File: config.mk
export PLATFORM = sky130hd
export DESIGN_NAME = unb_uart
export DESIGN_NICKNAME = d
export VERILOG_FILES = /design/src/design/unb_pkg.sv /design/src/design/unb_uart.sv
export VERILOG_INCLUDE_DIRS = /design/src /design/src/design
export SDC_FILE = /design/constraint.sdc
export NUM_CORES = 1
export LEC_CHECK = 0
export ABC_AREA = 1
export ABC_CLOCK_PERIOD_IN_PS = 5200
export BUFFER_PORTS_ARGS = -buffer_cell sky130_fd_sc_hd__buf_4
export CAP_MARGIN = 20
export CORE_MARGIN = 4
export CORE_UTILIZATION = 60
export CTS_CLUSTER_DIAMETER = 60
export DETAILED_ROUTE_END_ITERATION = 8
export PLACE_DENSITY = 0.8
export REMOVE_ABC_BUFFERS = 1
export SYNTH_ARGS = -nofsm -noshare
export SYNTH_HDL_FRONTEND = slang
export SYNTH_SLANG_ARGS = --single-unit
File: constraint.sdc
create_clock -name i_clk_sys -period 5.2 [get_ports i_clk_sys]
set_clock_uncertainty 0.2 [all_clocks]
set_input_delay 0.52 -clock i_clk_sys [delete_from_list [all_inputs] [get_ports i_clk_sys]]
set_output_delay 0.52 -clock i_clk_sys [all_outputs]
set_load 0.01 [all_outputs]
File: src/design/unb_cfg.svh
`ifndef UNB_CFG_SVH
`define UNB_CFG_SVH
// register offsets
`define UNB_OFS_CTRL    4'h0
`define UNB_OFS_BAUD    4'h1
`define UNB_OFS_TXDATA  4'h2
`define UNB_OFS_RXDATA  4'h3
`define UNB_OFS_STATUS  4'h4
// ctrl fields
`define UNB_CTRL_PAR_EN 0
`define UNB_CTRL_PMASK  1
`define UNB_CTRL_IR_EN  2
`define UNB_CTRL_RST    8'h00
// baud divisor: clocks per 1/16 bit minus one, default 22 near 40 MHz / (16 * 115200)
`define UNB_BAUD_RST    16'h0016
// ticks per bit and derived widths
`define UNB_OVS         16
`define UNB_IR_TX_TICKS 3
`define UNB_IR_MIN_TICKS 1
`define UNB_MID_TICK    7
`endif

File: src/design/unb_pkg.sv
package unb_pkg;
  typedef enum logic [2:0] {
    UNB_IDLE  = 3'b000,
    UNB_START = 3'b001,
    UNB_DATA  = 3'b011,
    UNB_PAR   = 3'b010,
    UNB_STOP  = 3'b110
  } unb_st_t;
  typedef struct packed {
    logic [7:0] data;
    logic       ninth;
  } unb_word_t;
endpackage

File: src/design/unb_uart.sv
`include "unb_cfg.svh"
// Rules from the document
// RL1: With parity on, each character is eight data bits then a ninth flag bit.
// RL2: The sender sets the ninth bit only on address bytes, clear otherwise.
// RL3: With the parity mask on, a received word with ninth bit high interrupts.
// RL4: That interrupt follows only the word in the receive register.
// RL5: Software keeps the FIFO off and may leave data words unread.
// RL6: In infrared mode each transmitted zero pulse is 3/16 of a bit long.
// RL7: In infrared mode a zero is a low pulse out and a high pulse in.
// RL8: In infrared mode the receive input is sampled mid-pulse; the code samples it at every tick.
// RL9: Infrared receive takes one sample per bit, normal mode three; the code samples every tick in infrared.
// RL10: In infrared mode pulses under about 1/16 bit are dropped as noise.
// RL11: The remote infrared sender uses 3/16-bit pulses.
// RL12: Software should use 8 data bits, one stop, no parity with infrared.
// RL13: Software writes mode, parity and mask bits; new characters use them.
module unb_uart
  import unb_pkg::*;
#(
  parameter int DIV_W = 16
) (
  input  wire logic        i_clk_sys,
  input  wire logic        i_srst,
  input  wire logic [3:0]  i_addr,
  input  wire logic [15:0] i_wdata,
  input  wire logic        i_wr,
  input  wire logic        i_rd,
  output logic      [15:0] o_rdata,
  input  wire logic        i_rx,
  output logic             o_tx,
  output logic             o_irq
);
  // divisor must fit the 16-bit write port
  if (DIV_W < 2 || DIV_W > 16) begin : g_div_chk
    $error("DIV_W out of range");
  end

  logic [7:0]       ctrl_r, ctrl_nxt;
  logic [DIV_W-1:0] baud_r, baud_nxt, dcnt_r, dcnt_nxt;
  logic             tick;
  logic [15:0]      rdata_r, rdata_nxt;
  // transmit
  unb_st_t          ts_r, ts_nxt;
  logic [3:0]       tt_r, tt_nxt;
  logic [2:0]       tb_r, tb_nxt;
  unb_word_t        tw_r, tw_nxt;
  logic             tbusy_r, tbusy_nxt, tpar_r, tpar_nxt, tir_r, tir_nxt;
  logic             tx_r, tx_nxt;
  // receive
  unb_st_t          rs_r, rs_nxt;
  logic [3:0]       rt_r, rt_nxt;
  logic [2:0]       rb_r, rb_nxt;
  logic [7:0]       rsh_r, rsh_nxt;
  logic [2:0]       smp_r, smp_nxt;
  logic             rpar_r, rpar_nxt, rir_r, rir_nxt;
  logic             seen_r, seen_nxt, pw_r, pw_nxt;
  unb_word_t        rw_r, rw_nxt;
  logic             rnin_r, rnin_nxt;
  logic             rvld_r, rvld_nxt, ovr_r, ovr_nxt, irq_r, irq_nxt;
  logic             line, txbit;

  function automatic logic maj3(input logic [2:0] s);
    return (s[0] & s[1]) | (s[0] & s[2]) | (s[1] & s[2]);
  endfunction

  // 1/16-bit tick divider and register file
  always_comb begin
    dcnt_nxt  = dcnt_r + 1'b1;
    tick      = 1'b0;
    if (dcnt_r >= baud_r) begin
      dcnt_nxt = '0;
      tick     = 1'b1;
    end
    ctrl_nxt  = ctrl_r;
    baud_nxt  = baud_r;
    rdata_nxt = '0;
    if (i_wr && i_addr == `UNB_OFS_CTRL) ctrl_nxt = i_wdata[7:0];
    if (i_wr && i_addr == `UNB_OFS_BAUD) baud_nxt = i_wdata[DIV_W-1:0];
    if (i_rd) begin
      case (i_addr)
        `UNB_OFS_CTRL:   rdata_nxt = {8'h00, ctrl_r};
        `UNB_OFS_BAUD:   rdata_nxt = 16'(baud_r);
        `UNB_OFS_RXDATA: rdata_nxt = {7'h00, rw_r.ninth, rw_r.data};
        `UNB_OFS_STATUS: rdata_nxt = {12'h000, irq_r, ovr_r, rvld_r, tbusy_r};
        default:         rdata_nxt = '0;
      endcase
    end
  end

  // transmitter
  always_comb begin
    ts_nxt    = ts_r;
    tt_nxt    = tt_r;
    tb_nxt    = tb_r;
    tw_nxt    = tw_r;
    tbusy_nxt = tbusy_r;
    tpar_nxt  = tpar_r;
    tir_nxt   = tir_r;
    txbit     = 1'b1;
    // data written while busy is dropped
    if (i_wr && i_addr == `UNB_OFS_TXDATA && !tbusy_r) begin
      tw_nxt    = '{data: i_wdata[7:0], ninth: i_wdata[8]};
      tbusy_nxt = 1'b1;
    end
    case (ts_r)
      UNB_IDLE: begin
        // RL13: latch format per char
        if (tbusy_r && tick) begin
          ts_nxt   = UNB_START;
          tt_nxt   = '0;
          tb_nxt   = '0;
          tpar_nxt = ctrl_r[`UNB_CTRL_PAR_EN];
          tir_nxt  = ctrl_r[`UNB_CTRL_IR_EN];
        end
      end
      UNB_START: txbit = 1'b0;
      UNB_DATA:  txbit = tw_r.data[tb_r];
      // RL1: ninth flag bit
      UNB_PAR:   txbit = tw_r.ninth;
      UNB_STOP:  txbit = 1'b1;
      default:   ts_nxt = UNB_IDLE;
    endcase
    if (ts_r != UNB_IDLE && tick) begin
      tt_nxt = tt_r + 1'b1;
      if (tt_r == 4'(`UNB_OVS - 1)) begin
        case (ts_r)
          UNB_START: ts_nxt = UNB_DATA;
          UNB_DATA: begin
            tb_nxt = tb_r + 1'b1;
            if (tb_r == 3'h7) ts_nxt = tpar_r ? UNB_PAR : UNB_STOP;
          end
          UNB_PAR:  ts_nxt = UNB_STOP;
          UNB_STOP: begin
            ts_nxt    = UNB_IDLE;
            tbusy_nxt = 1'b0;
          end
          default:  ts_nxt = UNB_IDLE;
        endcase
      end
    end
    tx_nxt = txbit;
    // RL6: 3/16 pulse
    // RL7: zero sent low
    if (tir_r && ts_r != UNB_IDLE)
      tx_nxt = txbit | (tt_r >= 4'(`UNB_IR_TX_TICKS));
  end

  // receiver; infrared pulses arrive high, so a seen pulse means zero
  always_comb begin
    line     = 1'b1;
    rs_nxt   = rs_r;
    rt_nxt   = rt_r;
    rb_nxt   = rb_r;
    rsh_nxt  = rsh_r;
    smp_nxt  = smp_r;
    rpar_nxt = rpar_r;
    rir_nxt  = rir_r;
    seen_nxt = seen_r;
    pw_nxt   = pw_r;
    rnin_nxt = rnin_r;
    rw_nxt   = rw_r;
    rvld_nxt = rvld_r;
    ovr_nxt  = ovr_r;
    if (i_rd && i_addr == `UNB_OFS_RXDATA) begin
      rvld_nxt = 1'b0;
      ovr_nxt  = 1'b0;
    end
    // RL13: format fixed per char
    if (rs_r == UNB_IDLE) begin
      rir_nxt  = ctrl_r[`UNB_CTRL_IR_EN];
      rpar_nxt = ctrl_r[`UNB_CTRL_PAR_EN];
    end
    if (tick) begin
      rt_nxt = rt_r + 1'b1;
      if (rir_r) begin
        // RL10: drop short glitch
        if (i_rx) pw_nxt = 1'b1;
        if (i_rx && pw_r) seen_nxt = 1'b1;
        if (!i_rx) pw_nxt = 1'b0;
      end else begin
        // RL9: three samples mid-bit
        if (rt_r >= 4'(`UNB_MID_TICK) && rt_r <= 4'(`UNB_MID_TICK + 2))
          smp_nxt = {smp_r[1:0], i_rx};
      end
      case (rs_r)
        UNB_IDLE: begin
          rt_nxt   = '0;
          seen_nxt = 1'b0;
          smp_nxt  = 3'b111;
          if ((ctrl_r[`UNB_CTRL_IR_EN] && i_rx) ||
              (!ctrl_r[`UNB_CTRL_IR_EN] && !i_rx)) begin
            rs_nxt = UNB_START;
            rt_nxt = 4'h1;
            pw_nxt = i_rx;
          end
        end
        default: begin
          if (rt_r == 4'(`UNB_OVS - 1)) begin
            // RL8: infrared input sampled at every tick
            // RL9: infrared bit is zero if a pulse high on two or more consecutive ticks was seen
            // decide before the bit's sample state is cleared
            line     = rir_r ? !seen_nxt : maj3(smp_nxt);
            rt_nxt   = '0;
            seen_nxt = 1'b0;
            smp_nxt  = 3'b111;
            case (rs_r)
              UNB_START: rs_nxt = line ? UNB_IDLE : UNB_DATA;
              UNB_DATA: begin
                rsh_nxt = {line, rsh_r[7:1]};
                rb_nxt  = rb_r + 1'b1;
                if (rb_r == 3'h7) rs_nxt = rpar_r ? UNB_PAR : UNB_STOP;
              end
              // flag held aside so the stored word stays whole
              UNB_PAR: begin
                rnin_nxt = line;
                rs_nxt   = UNB_STOP;
              end
              UNB_STOP: begin
                rs_nxt       = UNB_IDLE;
                rw_nxt.data  = rsh_r;
                rw_nxt.ninth = rpar_r & rnin_r;
                if (rvld_r && !(i_rd && i_addr == `UNB_OFS_RXDATA))
                  ovr_nxt = 1'b1;
                rvld_nxt = 1'b1;
              end
              default: rs_nxt = UNB_IDLE;
            endcase
          end
        end
      endcase
    end
    // RL3: ninth bit interrupt
    // RL4: receive register only
    irq_nxt = ctrl_r[`UNB_CTRL_PMASK] & rvld_nxt & rw_nxt.ninth;
  end

  always_ff @(posedge i_clk_sys) begin
    if (i_srst) begin
      ctrl_r  <= `UNB_CTRL_RST;
      baud_r  <= DIV_W'(`UNB_BAUD_RST);
      dcnt_r  <= '0;
      rdata_r <= '0;
    end else begin
      ctrl_r  <= ctrl_nxt;
      baud_r  <= baud_nxt;
      dcnt_r  <= dcnt_nxt;
      rdata_r <= rdata_nxt;
    end
  end

  always_ff @(posedge i_clk_sys) begin
    if (i_srst) begin
      ts_r    <= UNB_IDLE;
      tt_r    <= '0;
      tb_r    <= '0;
      tw_r    <= '0;
      tbusy_r <= 1'b0;
      tpar_r  <= 1'b0;
      tir_r   <= 1'b0;
      tx_r    <= 1'b1;
    end else begin
      ts_r    <= ts_nxt;
      tt_r    <= tt_nxt;
      tb_r    <= tb_nxt;
      tw_r    <= tw_nxt;
      tbusy_r <= tbusy_nxt;
      tpar_r  <= tpar_nxt;
      tir_r   <= tir_nxt;
      tx_r    <= tx_nxt;
    end
  end

  always_ff @(posedge i_clk_sys) begin
    if (i_srst) begin
      rs_r   <= UNB_IDLE;
      rt_r   <= '0;
      rb_r   <= '0;
      rsh_r  <= '0;
      smp_r  <= 3'b111;
      rpar_r <= 1'b0;
      rir_r  <= 1'b0;
      seen_r <= 1'b0;
      pw_r   <= 1'b0;
      rnin_r <= 1'b0;
      rw_r   <= '0;
      rvld_r <= 1'b0;
      ovr_r  <= 1'b0;
      irq_r  <= 1'b0;
    end else begin
      rs_r   <= rs_nxt;
      rt_r   <= rt_nxt;
      rb_r   <= rb_nxt;
      rsh_r  <= rsh_nxt;
      smp_r  <= smp_nxt;
      rpar_r <= rpar_nxt;
      rir_r  <= rir_nxt;
      seen_r <= seen_nxt;
      pw_r   <= pw_nxt;
      rnin_r <= rnin_nxt;
      rw_r   <= rw_nxt;
      rvld_r <= rvld_nxt;
      ovr_r  <= ovr_nxt;
      irq_r  <= irq_nxt;
    end
  end

  assign o_rdata = rdata_r;
  assign o_tx    = tx_r;
  assign o_irq   = irq_r;
endmodule // unb_uart

==> impl_metrics.env <==
export IMPL_ios=43
export IMPL_iteration_0_drc_count_of_the_detailed_router=318
export IMPL_number_of_setup_violations_in_the_final_report=0
export IMPL_initial_core_util_pct=62.8
export IMPL_clk_root_buffer_cell="sky130_fd_sc_hd__clkbuf_8"
export IMPL_highest_attainable_clock_frequency_mhz=389
export IMPL_final_hold_viol_count=0
export IMPL_drcViolationCount=0
export IMPL_fin_crit_ns=2.57
export IMPL_num_antenna_cells=0
export IMPL_criticalPathCategory="reg2reg"
export IMPL_avgViaCountPerCell=5.62
export IMPL_cp_max_stage_cell="sky130_fd_sc_hd__ha_1"
export IMPL_final_instance_count_excl_fill=897
export IMPL_ys_flop_type="sky130_fd_sc_hd__dfxtp_1"
export IMPL_cp_data_arrival_time_ns=2.79
export IMPL_grt_use_total_pct=25.4
export IMPL_core_region_um2=8850
export IMPL_synth_warning_count=0
export IMPL_utilization_of_the_core_after_routing_pct=73.0
export IMPL_cts_setup_buffers=0
export IMPL_mostFrequentLayoutCell="sky130_fd_sc_hd__nand2_1"
export IMPL_dp_final_hpwl_um=9120
export IMPL_first_pass_iters=5
export IMPL_fill_cells=657
export IMPL_antenna_found_initial=0
export IMPL_cts_sink_count=117
export IMPL_worst_path_most_repeated_cell="sky130_fd_sc_hd__inv_1"
export IMPL_synthCells=736
export IMPL_grt_overflow=0
export IMPL_cellPowerDensity_nw_per_um2=329
export IMPL_first_global_vias=4881
export IMPL_maxCapViolations=0
export IMPL_dpl_cell_count=865
export IMPL_grt_first_pass_wirelength_um=22700
export IMPL_cts_resized=0
export IMPL_die_w_um=104
export IMPL_wirelength_um=13600
export IMPL_buffer_ports_inserted=42
export IMPL_setup_worst_path_end_class="flip-flop"
export IMPL_ys_async_sr_fraction_pct=0
export IMPL_die_area_um2=10900
export IMPL_clk_insertion_delay_late_ns=0.51
export IMPL_timing_critical_path_cells="inv_1 -> ha_1 -> a21oi_1 -> o21ai_0 -> a21oi_2 -> nand3_4 -> inv_1 -> nand2_2 -> nor3b_1"
export IMPL_worst_endpoint_required_ns=5.42
export IMPL_grt_setup_unrepaired="no"
export IMPL_max_slew_margin_pct=56.9
export IMPL_hold_path_class="in2reg"
export IMPL_tritoncts_clock_tree="yes"
export IMPL_final_min_period_over_clock_period_pct=49.4
export IMPL_cts_hold_buf=0
export IMPL_clock_tree_htree_level_count=4
export IMPL_synth_avg_cell_area_um2=7.55
export IMPL_cts_buffers=17
export IMPL_flip_flop_and_latch_count_after_synthesis=117
export IMPL_yosys_cell_types=46
export IMPL_ys_seq_area_share_pct=42.1
export IMPL_worstSetupStartpointType="flip-flop"
export IMPL_fp_dieH_um=104
export IMPL_routed_via_count=5043
export IMPL_final_cell_mix="sky130_fd_sc_hd__nand2_1 (130), sky130_fd_sc_hd__dfxtp_1 (117), sky130_fd_sc_hd__inv_1 (101)"
export IMPL_critical_path_max_fanout=24
export IMPL_number_of_enable_type_register_cells_in_the_synthesized_netlist=0
export IMPL_finalPower_mw=2.13
export IMPL_cts_clk_slew_worst_paths_ns=0.05
export IMPL_grt_max_degree=67
export IMPL_final_total_negative_setup_slack_ns=0
export IMPL_max_slew_worst_pin_slew_ns=0.644
export IMPL_fp_row_count=34
export IMPL_ant_nets=0
export IMPL_worst_ir_drop_vdd_mv=0.208
export IMPL_syn_cell_area_um2=5560
export IMPL_final_layout_size_suffix_gt1_share_pct=15.6
export IMPL_max_clock_path_buffers=2
export IMPL_p_leak_nw=2.80
export IMPL_cpPeakStageDelay_ns=0.32
export IMPL_run_status="finished, final reports clean"
export IMPL_wire_per_inst_um=15.2
export IMPL_final_report_max_slew_violation_count=0
export IMPL_syn_to_final_growth_pct=16.2
export IMPL_gp_congestion=0.859
export IMPL_design_final_nets=826
==> cell type report <==
cell class	instances	area, µm²	area share [%]
flip-flops and latches	117	2340	36.2
well taps	108	135	2.09
clock buffers	22	443	6.85
inverters	109	410	6.35
repair buffers	43	323	5.00
clock inverters	10	130	2.01
multi-input cells	488	2680	41.5
==> power by group <==
group	leakage [nW]	internal (mW)	total (mW)	switching, mW
Clock	0.279	0.737	1.13	0.394
Combinational	1.58	0.0287	0.0834	0.0547
Sequential	0.944	0.905	0.910	0.00493
Total	2.80	1.67	2.13	0.454
==> worst max-delay path: cells and delay by family, from the launching register on <==
kind	cells	cell delay (ns)
AO/OA/AOI/OAI	3	0.50
adder cells (fa/ha/maj)	1	0.32
flip-flops	1	0.31
AND/OR/NAND/NOR	3	0.87
buffers and inverters	2	0.28
==> cell usage after synthesis, types with 2 or more instances <==
cell / n / area (µm²)
sky130_fd_sc_hd__a21oi_1: 67 / 335
sky130_fd_sc_hd__a21oi_2: 4 / 35.0
sky130_fd_sc_hd__a221oi_1: 4 / 35.0
sky130_fd_sc_hd__a31oi_1: 3 / 18.8
sky130_fd_sc_hd__buf_2: 4 / 20.0
sky130_fd_sc_hd__buf_4: 3 / 22.5
sky130_fd_sc_hd__buf_6: 4 / 45.0
sky130_fd_sc_hd__clkbuf_1: 10 / 37.5
sky130_fd_sc_hd__dfxtp_1: 117 / 2340
sky130_fd_sc_hd__ha_1: 25 / 313
sky130_fd_sc_hd__inv_1: 101 / 379
sky130_fd_sc_hd__inv_2: 6 / 22.5
sky130_fd_sc_hd__nand2_1: 130 / 488
sky130_fd_sc_hd__nand2_2: 11 / 68.8
sky130_fd_sc_hd__nand2_4: 4 / 45.0
sky130_fd_sc_hd__nand3_1: 25 / 125
sky130_fd_sc_hd__nand3_2: 5 / 50.1
sky130_fd_sc_hd__nand4_1: 4 / 25.0
sky130_fd_sc_hd__nor2_1: 75 / 282
sky130_fd_sc_hd__nor2_2: 8 / 50.1
sky130_fd_sc_hd__nor3_1: 15 / 75.1
sky130_fd_sc_hd__nor3_4: 2 / 32.5
sky130_fd_sc_hd__nor3b_1: 2 / 15.0
sky130_fd_sc_hd__nor4_4: 2 / 42.5
sky130_fd_sc_hd__o211ai_1: 8 / 60.1
sky130_fd_sc_hd__o21ai_0: 58 / 290
sky130_fd_sc_hd__o21ai_1: 4 / 20.0
sky130_fd_sc_hd__o21ai_2: 3 / 26.3
sky130_fd_sc_hd__o221ai_1: 3 / 26.3
sky130_fd_sc_hd__o22ai_1: 5 / 31.3
sky130_fd_sc_hd__or2_0: 2 / 12.5
sky130_fd_sc_hd__or2_2: 2 / 12.5
sky130_fd_sc_hd__xnor2_1: 3 / 26.3
sky130_fd_sc_hd__xor2_1: 5 / 43.8
==> metrics by stage <==
stage                     setup slack [ns]  cell area (µm²)  hold slack [ns]
final                                 2.63             6460           0.0785
after global routing                  2.45             6460           0.0725
after CTS                             2.64             6460           0.0638
after detailed placement              2.66             5890            0.241
after global placement                2.78             5890            0.234
after floorplan                       2.91             5430            0.222
==> cell families (layout without fill, tap and decap cells) <==
| family | after synthesis | in the layout | share of synthesized area (%) |
|---|---|---|---|
| fa+ha+maj | 25 | 25 | 5.63 |
| simple gates | 293 | 293 | 24.9 |
| flops | 117 | 117 | 42.1 |
| compound gates | 162 | 162 | 16.4 |
| xor+xnor | 8 | 8 | 1.26 |
| buf+inv | 131 | 184 | 9.70 |
==> sequential cells by signal (all words and copies together) (netlist names), 3 cells and up <==
signal   count
baud_r      16
dcnt_r      16
o_rdata     16
rw_r         9
tw_r         9
ctrl_r       8
rsh_r        8
rt_r         4
tt_r         4
rb_r         3
rs_r         3
smp_r        3
tb_r         3
ts_r         3
==> metal layers <==
metal | vias up | wire length [µm] | track usage [%]
li1 | 2476 | - | -
met1 | 2350 | 5670 | 31.4
met2 | 173 | 6740 | 42.6
met3 | 44 | 877 | 5.65
met4 | 0 | 334 | 10.3
met5 | - | 0 | 0
==> final timing paths <==
check | start | endpoint | slack, ns | cells past startpoint
worst max-delay path | baud_r[9] | dcnt_r[3] | 2.63 | 9
worst min-delay path | i_wdata[1] | baud_r[1] | 0.08 | 3
worst max register to register | baud_r[9] | dcnt_r[3] | 2.63 | 9
worst min register to register | ovr_r | ovr_r | 0.25 | 2
Note: power is estimated with default switching activity, not from simulation.
